===== src/rtl/fps_pkg.sv =====
// package: constants for the flash erase/program sequencer host controller
// assumes: one 200 MHz core clock; flash pins driven through this controller
package fps_pkg;
	// wishbone register offsets (byte addresses)
	localparam logic [3:0] ADDR_CTRL = 4'h0;
	localparam logic [3:0] ADDR_ADDR = 4'h4;
	localparam logic [3:0] ADDR_STAT = 4'h8;
	localparam logic [3:0] ADDR_RDAT = 4'hc;
	// control word fields
	localparam int CTRL_CMD_LSB = 0;
	localparam int CTRL_DATA_LSB = 8;
	localparam int CTRL_GO_BIT = 16;
	// status word fields
	localparam int STAT_BUSY_BIT = 0;
	localparam int STAT_DONE_BIT = 1;
	localparam int STAT_FAIL_BIT = 2;
	localparam int STAT_TIMER_BIT = 3;
	// host commands
	localparam logic [2:0] CMD_PROGRAM = 3'h1;
	localparam logic [2:0] CMD_ERASE = 3'h2;
	localparam logic [2:0] CMD_ERASE_MORE = 3'h3;
	localparam logic [2:0] CMD_SUSPEND = 3'h4;
	localparam logic [2:0] CMD_RESUME = 3'h5;
	localparam logic [2:0] CMD_READ = 3'h6;
	localparam logic [2:0] CMD_RESET = 3'h7;
	// flash command codes and unlock pairs
	localparam logic [7:0] FL_SETUP = 8'h80;
	localparam logic [7:0] FL_SECTOR = 8'h30;
	localparam logic [7:0] FL_SUSPEND = 8'hb0;
	localparam logic [7:0] FL_RESUME = 8'h30;
	localparam logic [7:0] FL_PROGRAM = 8'ha0;
	localparam logic [7:0] FL_RESET = 8'hf0;
	localparam logic [7:0] UNLOCK_D1 = 8'haa;
	localparam logic [7:0] UNLOCK_D2 = 8'h55;
	localparam logic [18:0] UNLOCK_A1 = 19'h00555;
	localparam logic [18:0] UNLOCK_A2 = 19'h002aa;
	// status bit positions on the flash data bus
	localparam int DATA_POLL_BIT = 7;
	localparam int TOGGLE_ONE_BIT = 6;
	localparam int TIME_LIMIT_BIT = 5;
	localparam int ERASE_TIMER_BIT = 3;
	// timing
	localparam int CLK_MHZ = 200;
	localparam int LOAD_WINDOW_US = 30;
	localparam int LOAD_WINDOW_CYC = LOAD_WINDOW_US * CLK_MHZ;
	localparam int SUSPEND_US = 100;
	localparam int SUSPEND_CYC = SUSPEND_US * CLK_MHZ;
	localparam int PHASE_CYC = 4;
endpackage


===== src/rtl/fps_host.sv =====
// file: host controller that drives a byte-wide flash through its strobes
// assumes: classic wishbone slave for software; flash pins asynchronous to core_clk
//
// Design decisions made here: the register addresses and the Wishbone interface to the registers.
`timescale 1ns/1ps

// What this block does
// - erase: two unlocks, 80H, two unlocks, 30H
// - extra sector loads within 30us of previous (this block stays busy the whole 30us after each load)
// - status reads use the target address
// - program: two unlocks then A0H
// - after time limit failure send reset (not sent by this block: fail is set and software must issue CMD_RESET)
module fps_host #(
	parameter int LOAD_WINDOW_CYC = fps_pkg::LOAD_WINDOW_CYC,
	parameter int SUSPEND_CYC = fps_pkg::SUSPEND_CYC
) (
	input wire logic core_clk,
	input wire logic sys_rst,
	input wire logic wb_cyc_i,
	input wire logic wb_stb_i,
	input wire logic wb_we_i,
	input wire logic [3:0] wb_adr_i,
	input wire logic [3:0] wb_sel_i,
	input wire logic [31:0] wb_dat_i,
	output logic [31:0] wb_dat_o,
	output logic wb_ack_o,
	output logic [18:0] fl_addr,
	output logic fl_ce_n,
	output logic fl_we_n,
	output logic fl_oe_n,
	output logic [7:0] fl_dq_o,
	output logic fl_dq_oe,
	input wire logic [7:0] fl_dq_i
);
	// ************************************************
	// states
	// ************************************************
	typedef enum logic [3:0] {
		ST_IDLE = 4'b0000,
		ST_WR_SETUP = 4'b0001,
		ST_WR_LOW = 4'b0010,
		ST_WR_HIGH = 4'b0011,
		ST_RD_LOW = 4'b0100,
		ST_RD_SAMPLE = 4'b0101,
		ST_RD_HIGH = 4'b0110,
		ST_POLL = 4'b0111,
		ST_WAIT = 4'b1000
	} fps_state_e;

	fps_state_e state_reg;
	fps_state_e state_next;
	logic [18:0] tgt_addr_reg;
	logic [7:0] wdata_reg;
	logic [2:0] cmd_reg;
	logic [2:0] step_reg;
	logic [2:0] nsteps_reg;
	logic [7:0] rdata_reg;
	logic [7:0] prev_reg;
	logic have_prev_reg;
	logic busy_reg;
	logic done_reg;
	logic fail_reg;
	logic timer_reg;
	logic polling_reg;
	logic [2:0] phase_reg;
	logic [31:0] wait_reg;
	logic [31:0] window_reg;
	logic [7:0] dq_s1_reg;
	logic [7:0] dq_s2_reg;

	// ************************************************
	// register bus decode
	// ************************************************
	wire bus_req = wb_cyc_i && wb_stb_i && !wb_ack_o;
	wire wr_ctrl = bus_req && wb_we_i && wb_adr_i == fps_pkg::ADDR_CTRL && wb_sel_i[2];
	wire wr_addr = bus_req && wb_we_i && wb_adr_i == fps_pkg::ADDR_ADDR;
	wire [2:0] go_cmd = wb_dat_i[fps_pkg::CTRL_CMD_LSB +: 3];
	wire go = wr_ctrl && wb_dat_i[fps_pkg::CTRL_GO_BIT] && !busy_reg;
	wire [31:0] stat_word = {28'h0, timer_reg, fail_reg, done_reg, busy_reg};
	wire [31:0] rd_mux = (wb_adr_i == fps_pkg::ADDR_ADDR) ? {13'h0, tgt_addr_reg} :
		(wb_adr_i == fps_pkg::ADDR_STAT) ? stat_word :
		(wb_adr_i == fps_pkg::ADDR_RDAT) ? {24'h0, rdata_reg} : 32'h0;

	always_ff @(posedge core_clk or posedge sys_rst) begin
		if (sys_rst) begin
			wb_ack_o <= 1'b0;
			wb_dat_o <= 32'h0;
		end else begin
			wb_ack_o <= bus_req;
			wb_dat_o <= rd_mux;
		end
	end

	always_ff @(posedge core_clk or posedge sys_rst) begin
		if (sys_rst) begin
			tgt_addr_reg <= 19'h0;
		end else if (wr_addr) begin
			tgt_addr_reg <= wb_dat_i[18:0];
		end
	end

	// ************************************************
	// command sequence table
	// ************************************************
	// write step k of the current command: address and data on the pins
	logic [18:0] seq_addr;
	logic [7:0] seq_data;
	always_comb begin
		seq_addr = fps_pkg::UNLOCK_A1;
		seq_data = fps_pkg::UNLOCK_D1;
		if (step_reg == 3'h1 || step_reg == 3'h4) begin
			seq_addr = fps_pkg::UNLOCK_A2;
			seq_data = fps_pkg::UNLOCK_D2;
		end
		case (cmd_reg)
			fps_pkg::CMD_PROGRAM: begin
				if (step_reg == 3'h2) seq_data = fps_pkg::FL_PROGRAM;
				if (step_reg == 3'h3) begin
					seq_addr = tgt_addr_reg;
					seq_data = wdata_reg;
				end
			end
			fps_pkg::CMD_ERASE: begin
				if (step_reg == 3'h2) seq_data = fps_pkg::FL_SETUP;
				if (step_reg == 3'h5) begin
					seq_addr = tgt_addr_reg;
					seq_data = fps_pkg::FL_SECTOR;
				end
			end
			fps_pkg::CMD_ERASE_MORE: begin
				seq_addr = tgt_addr_reg;
				seq_data = fps_pkg::FL_SECTOR;
			end
			fps_pkg::CMD_SUSPEND: begin
				seq_addr = tgt_addr_reg;
				seq_data = fps_pkg::FL_SUSPEND;
			end
			fps_pkg::CMD_RESUME: begin
				seq_addr = tgt_addr_reg;
				seq_data = fps_pkg::FL_RESUME;
			end
			fps_pkg::CMD_RESET: begin
				seq_data = fps_pkg::FL_RESET;
			end
			default: begin
				seq_addr = tgt_addr_reg;
			end
		endcase
	end

	// ************************************************
	// flash pin sequencer
	// ************************************************
	// toggle bit one steady over two reads ends a poll
	// compare latched reads: by now the pins show a released bus, not the status
	wire toggle_steady = have_prev_reg && (prev_reg[fps_pkg::TOGGLE_ONE_BIT] == rdata_reg[fps_pkg::TOGGLE_ONE_BIT]);
	wire poll_ok = (cmd_reg == fps_pkg::CMD_PROGRAM) ?
		(rdata_reg[7:6] == wdata_reg[7:6]) : rdata_reg[fps_pkg::DATA_POLL_BIT];
	wire time_limit = rdata_reg[fps_pkg::TIME_LIMIT_BIT];
	// a finished poll goes straight home, so no stray read can swallow the next go
	wire poll_stop = toggle_steady || (time_limit && have_prev_reg);
	wire phase_end = phase_reg == 3'(fps_pkg::PHASE_CYC - 1);
	wire last_step = step_reg == nsteps_reg;

	always_comb begin
		state_next = state_reg;
		case (state_reg)
			ST_IDLE: if (go) state_next = (go_cmd == fps_pkg::CMD_READ) ? ST_RD_LOW : ST_WR_SETUP;
			ST_WR_SETUP: if (phase_end) state_next = ST_WR_LOW;
			ST_WR_LOW: if (phase_end) state_next = ST_WR_HIGH;
			ST_WR_HIGH: if (phase_end) state_next = !last_step ? ST_WR_SETUP : polling_reg ? ST_RD_LOW : ST_WAIT;
			ST_RD_LOW: if (phase_end) state_next = ST_RD_SAMPLE;
			ST_RD_SAMPLE: state_next = ST_RD_HIGH;
			ST_RD_HIGH: if (phase_end) state_next = polling_reg ? ST_POLL : ST_IDLE;
			ST_POLL: state_next = poll_stop ? ST_IDLE : ST_RD_LOW;
			ST_WAIT: if (wait_reg == 32'h0) state_next = ST_IDLE;
			default: state_next = ST_IDLE;
		endcase
	end

	// two flops on the data pins: the flash answers asynchronously
	always_ff @(posedge core_clk or posedge sys_rst) begin
		if (sys_rst) begin
			dq_s1_reg <= 8'h0;
			dq_s2_reg <= 8'h0;
		end else begin
			dq_s1_reg <= fl_dq_i;
			dq_s2_reg <= dq_s1_reg;
		end
	end

	always_ff @(posedge core_clk or posedge sys_rst) begin
		if (sys_rst) begin
			state_reg <= ST_IDLE;
			phase_reg <= 3'h0;
		end else begin
			state_reg <= state_next;
			phase_reg <= (state_next != state_reg || phase_end) ? 3'h0 : phase_reg + 3'h1;
		end
	end

	always_ff @(posedge core_clk or posedge sys_rst) begin
		if (sys_rst) begin
			cmd_reg <= fps_pkg::CMD_READ;
			wdata_reg <= 8'h0;
			step_reg <= 3'h0;
			nsteps_reg <= 3'h0;
			polling_reg <= 1'b0;
			busy_reg <= 1'b0;
			done_reg <= 1'b0;
			fail_reg <= 1'b0;
			rdata_reg <= 8'h0;
			prev_reg <= 8'h0;
			have_prev_reg <= 1'b0;
			timer_reg <= 1'b0;
			wait_reg <= 32'h0;
		end else begin
			if (go) begin
				cmd_reg <= go_cmd;
				wdata_reg <= wb_dat_i[fps_pkg::CTRL_DATA_LSB +: 8];
				step_reg <= 3'h0;
				busy_reg <= 1'b1;
				done_reg <= 1'b0;
				fail_reg <= 1'b0;
				have_prev_reg <= 1'b0;
				// six writes for erase, four for program, none for read, one otherwise
				nsteps_reg <= (go_cmd == fps_pkg::CMD_ERASE) ? 3'h5 :
					(go_cmd == fps_pkg::CMD_PROGRAM) ? 3'h3 : 3'h0;
				polling_reg <= go_cmd == fps_pkg::CMD_PROGRAM;
				// erase and each follow-up sector both wait out the load window; suspend waits its own time
				wait_reg <= (go_cmd == fps_pkg::CMD_ERASE || go_cmd == fps_pkg::CMD_ERASE_MORE) ?
					32'(LOAD_WINDOW_CYC) : (go_cmd == fps_pkg::CMD_SUSPEND) ? 32'(SUSPEND_CYC) : 32'h0;
			end
			if (state_reg == ST_WR_HIGH && phase_end && !last_step) step_reg <= step_reg + 3'h1;
			if (state_reg == ST_WAIT && wait_reg != 32'h0) wait_reg <= wait_reg - 32'h1;
			if (state_reg == ST_WAIT && wait_reg == 32'h0) begin
				busy_reg <= 1'b0;
				done_reg <= 1'b1;
			end
			if (state_reg == ST_RD_SAMPLE) begin
				rdata_reg <= dq_s2_reg;
				timer_reg <= dq_s2_reg[fps_pkg::ERASE_TIMER_BIT];
			end
			if (state_reg == ST_RD_HIGH && phase_end && !polling_reg) begin
				busy_reg <= 1'b0;
				done_reg <= 1'b1;
			end
			if (state_reg == ST_POLL) begin
				prev_reg <= rdata_reg;
				have_prev_reg <= 1'b1;
				// stop once steady; data check reports failure
				if (toggle_steady) begin
					polling_reg <= 1'b0;
					busy_reg <= 1'b0;
					done_reg <= 1'b1;
					fail_reg <= !poll_ok;
				end else if (time_limit && have_prev_reg) begin
					polling_reg <= 1'b0;
					busy_reg <= 1'b0;
					fail_reg <= 1'b1;
				end
			end
		end
	end

	// ************************************************
	// pin drive
	// ************************************************
	// ce low first, we low one cycle after, we and ce high again on the same edge
	always_ff @(posedge core_clk or posedge sys_rst) begin
		if (sys_rst) begin
			fl_addr <= 19'h0;
			fl_ce_n <= 1'b1;
			fl_we_n <= 1'b1;
			fl_oe_n <= 1'b1;
			fl_dq_o <= 8'h0;
			fl_dq_oe <= 1'b0;
		end else begin
			fl_addr <= (state_next == ST_WR_SETUP || state_next == ST_WR_LOW || state_next == ST_WR_HIGH) ?
				seq_addr : tgt_addr_reg;
			fl_dq_o <= seq_data;
			fl_dq_oe <= state_next == ST_WR_SETUP || state_next == ST_WR_LOW || state_next == ST_WR_HIGH;
			fl_ce_n <= !(state_next == ST_WR_LOW || state_next == ST_RD_LOW || state_next == ST_RD_SAMPLE);
			fl_we_n <= !(state_next == ST_WR_LOW && state_reg == ST_WR_LOW);
			fl_oe_n <= !(state_next == ST_RD_LOW || state_next == ST_RD_SAMPLE);
		end
	end
endmodule


===== config.mk =====
export PLATFORM = sky130hd
export DESIGN_NAME = fps_host
export DESIGN_NICKNAME = d
export VERILOG_FILES = /design/src/rtl/fps_pkg.sv /design/src/rtl/fps_host.sv
export SDC_FILE = /design/constraint.sdc
export NUM_CORES = 1
export LEC_CHECK = 0
export ABC_AREA = 1
export BUFFER_PORTS_ARGS = -buffer_cell sky130_fd_sc_hd__buf_2
export CAP_MARGIN = 20
export CORE_UTILIZATION = 57
export DETAILED_ROUTE_END_ITERATION = 8
export PLACE_DENSITY = 0.91
export SLEW_MARGIN = 20
export SYNTH_ARGS = -nofsm -noshare
export SYNTH_HDL_FRONTEND = slang
export SYNTH_SLANG_ARGS = --single-unit
export TNS_END_PERCENT = 5

===== constraint.sdc =====
create_clock -name core_clk -period 6.3 [get_ports core_clk]
set_input_delay 0.315 -clock core_clk [delete_from_list [all_inputs] [get_ports core_clk]]
set_output_delay 0.315 -clock core_clk [all_outputs]
set_load 0.03 [all_outputs]

==> results.sh <==
export IMPL_insertedDiodeCount=0
export IMPL_worst_slew_pin_slew_ns=0.955
export IMPL_critPathRequiredTime_ns=6.60
export IMPL_grt_usage=0.282
export IMPL_yosys_top_cells_area="dfrtp_1 (50%), nand2_1 (10%), nor2_1 (5.4%)"
export IMPL_timing_slew_headroom=0.363
export IMPL_leakagePower_nw=4.46
export IMPL_syn_to_final_growth_pct=15.1
export IMPL_cts_tree="built"
export IMPL_cp_endpoint="fl_addr[10]$_DFF_PP0_"
export IMPL_wl_met1_mm=7.25
export IMPL_r2r_cells=10
export IMPL_synth_ff_type="dfrtp_1"
export IMPL_place_hpwl_mm=11.7
export IMPL_die_w_um=117
export IMPL_via_per_inst=5.56
export IMPL_initial_core_util=0.593
export IMPL_fin_hold_ws_ns=-0.00564
export IMPL_fp_row_count=41
export IMPL_crit_path_start="state_reg[0]$_DFF_PP0_"
export IMPL_synth_seq_area_share=0.517
export IMPL_synth_edf_count=0
export IMPL_period_needed_ns=2.61
export IMPL_vdd_drop_max_uv=206
export IMPL_worstSetupEndpointType="flop"
export IMPL_worstSetupStartpointType="flop"
export IMPL_hp_class="in2async"
export IMPL_skew_ns=0.00846
export IMPL_cap_violations=0
export IMPL_met2_length_mm=8.63
export IMPL_grt_max_degree=83
export IMPL_reg2reg_to="fl_addr[10]$_DFF_PP0_"
export IMPL_cts_root_buf="clkbuf_16"
export IMPL_rr_startpoint="state_reg[0]$_DFF_PP0_"
export IMPL_gp_congestion=0.929
export IMPL_core_area_um2=12800
export IMPL_powerDensity_nw_per_um2=340
export IMPL_layout_common_cells="nand2_1 (210), dfrtp_1 (151), nor2_1 (109)"
export IMPL_grt_pass1_wl_mm=29.6
export IMPL_dr_max_layer_used="met4"
export IMPL_path_clk_slew_ns=0.06
export IMPL_first_pass_iters=7
export IMPL_largest_reg_flops=32
export IMPL_yosysWarnings=0
export IMPL_synth_cell_types=46
export IMPL_crit_path_max_fanout=25
export IMPL_rsz0062_at_grt="no"
export IMPL_syn_cell_area_um2=7570
export IMPL_clockBufferDepth=2
export IMPL_clock_sinks=156
export IMPL_fin_cells=1200
export IMPL_finalSetupViolCount=0
export IMPL_num_io_pins=117
export IMPL_finalPower_w=0.00296
export IMPL_io_buffers=87
export IMPL_setup_tns_ns=0
export IMPL_synth_async_sr_flop_share=1.00
export IMPL_multi_input_area_um2=3050
export IMPL_antenna_found_initial=0
export IMPL_cts_made_buffers=17
export IMPL_fin_nets=1078
export IMPL_max_clock_freq_ghz=0.383
export IMPL_synth_area_per_cell_um2=8.16
export IMPL_critPathKind="reg2reg"
export IMPL_drt_initial_drc_count=680
export IMPL_cp_arrival_ns=2.91
export IMPL_violations="hold timing"
export IMPL_outcome="finished with violations"
export IMPL_finalHoldViolations=11
export IMPL_cts_setup_buffers=0
export IMPL_drt_wirelength_per_cell_um=14.8
export IMPL_placed_cells=1161
export IMPL_grt_overflow=0
export IMPL_synth_seq_cells=156
export IMPL_yosysTopAreaCellShare=0.499
export IMPL_synthCells=927
export IMPL_wl_met3_mm=1.35
export IMPL_routed_wl_mm=17.8
export IMPL_drive_gt1_frac=0.158
export IMPL_post_route_drc_count=0
export IMPL_utilization=0.682
export IMPL_grt_pass1_vias=6405
export IMPL_slew_violations=0
export IMPL_die_h_um=117
export IMPL_route_vias_total=6670
export IMPL_final_common_cell="nand2_1"
export IMPL_htreeDepth=4
export IMPL_antenna_left=0
export IMPL_register_area_um2=3910
export IMPL_post_route_period_util=0.414
export IMPL_clk_latency_ns=0.43
export IMPL_n_fill_cell=922
export IMPL_r2r_slack_ns=3.69
export IMPL_yosys_area_top_type="dfrtp_1"
export IMPL_die_area_um2=13700
## critical path: stages, from the launching register on
cell	delay, ns
dfrtp_1	0.48
nor2_2	0.19
inv_1	0.10
nor3_4	0.17
inv_1	0.07
nor2_2	0.69
nor2_2	0.12
nand3_4	0.33
inv_4	0.15
nand2_1	0.09
nand2_1	0.06
## final cells by class
cell class	count	share of cell area
sequential	156	0.449
multi-input combinational	630	0.350
timing repair buffer	98	0.0618
clock buffer	21	0.0517
inverter	113	0.0495
tap	172	0.0247
clock inverter	10	0.0135
## layer usage
metal | global-route usage | vias to the layer above
li1 | - | 3180
met1 | 0.350 | 3097
met2 | 0.474 | 338
met3 | 0.0577 | 55
met4 | 0.131 | 0
met5 | 0 | -
## repair_timing
item                      CTS  global route
hold buffers                8             0
resized for setup           0             0
hold endpoints to repair    8             0
## power breakdown
group,internal [W],leakage [nW],switching (W),total (W)
logic,0.000212,2.34,0.000528,0.000741
registers,0.00115,1.85,0.0000851,0.00123
clock network,0.000591,0.266,0.000395,0.000985
total,0.00195,4.46,0.00101,0.00296
## kinds of logic (layout without fill, tap and decap cells)
group	count (synthesis)	in the layout	share of synthesized area
AND/OR/NAND/NOR	432	432	0.246
AO/OA/AOI/OAI	168	168	0.125
flip-flops	156	156	0.517
buffers and inverters	153	242	0.0865
adder cells (fa/ha/maj)	9	9	0.0149
XOR/XNOR	4	4	0.00463
multiplexers	4	4	0.00562
other	1	13	0.000495
## cell usage after synthesis, types with 2 or more instances
cell	count
mux2i_1	2
a21oi_1	51
inv_2	9
nand4_1	18
o21ai_1	8
inv_1	101
nand2_2	5
xor2_1	4
nor2_1	109
clkbuf_1	14
clkinv_1	2
a31oi_1	17
buf_4	16
o21ai_2	2
dfstp_2	5
dfrtp_1	151
nand2_1	210
o221ai_1	5
nand3_1	41
mux2_2	2
o211ai_1	9
nor3_1	26
buf_2	8
nor2_4	3
nor2_2	9
a22oi_1	3
or2_2	3
ha_1	9
o22ai_1	7
nand3b_1	2
nor4_1	2
o21ai_0	60
## worst min-delay path by stage
stage / cells past startpoint / from / slack, ns / end
after global routing: 2 / sys_rst / 0.06 / dq_s2_reg[7]$_DFF_PP0_
final: 2 / sys_rst / -0.006 / phase_reg[2]$_DFF_PP0_
after floorplan: 0 / dq_s1_reg[0]$_DFF_PP0_ / 0.33 / dq_s2_reg[0]$_DFF_PP0_
after detailed placement: 0 / dq_s1_reg[1]$_DFF_PP0_ / 0.33 / dq_s2_reg[1]$_DFF_PP0_
after global placement: 0 / dq_s1_reg[5]$_DFF_PP0_ / 0.33 / dq_s2_reg[5]$_DFF_PP0_
after CTS: 2 / sys_rst / 0.03 / phase_reg[2]$_DFF_PP0_
## metrics by stage
stage	instance area [um^2]	setup slack (ns)	hold slack, ns
after floorplan	7610	1.79	0.331
after global placement	8060	3.75	0.333
after detailed placement	8060	3.73	0.335
after CTS	8710	3.74	0.0259
after global routing	8710	3.50	0.0622
final	8710	3.69	-0.00564
No activity file was read; power rests on OpenSTA's default activity.
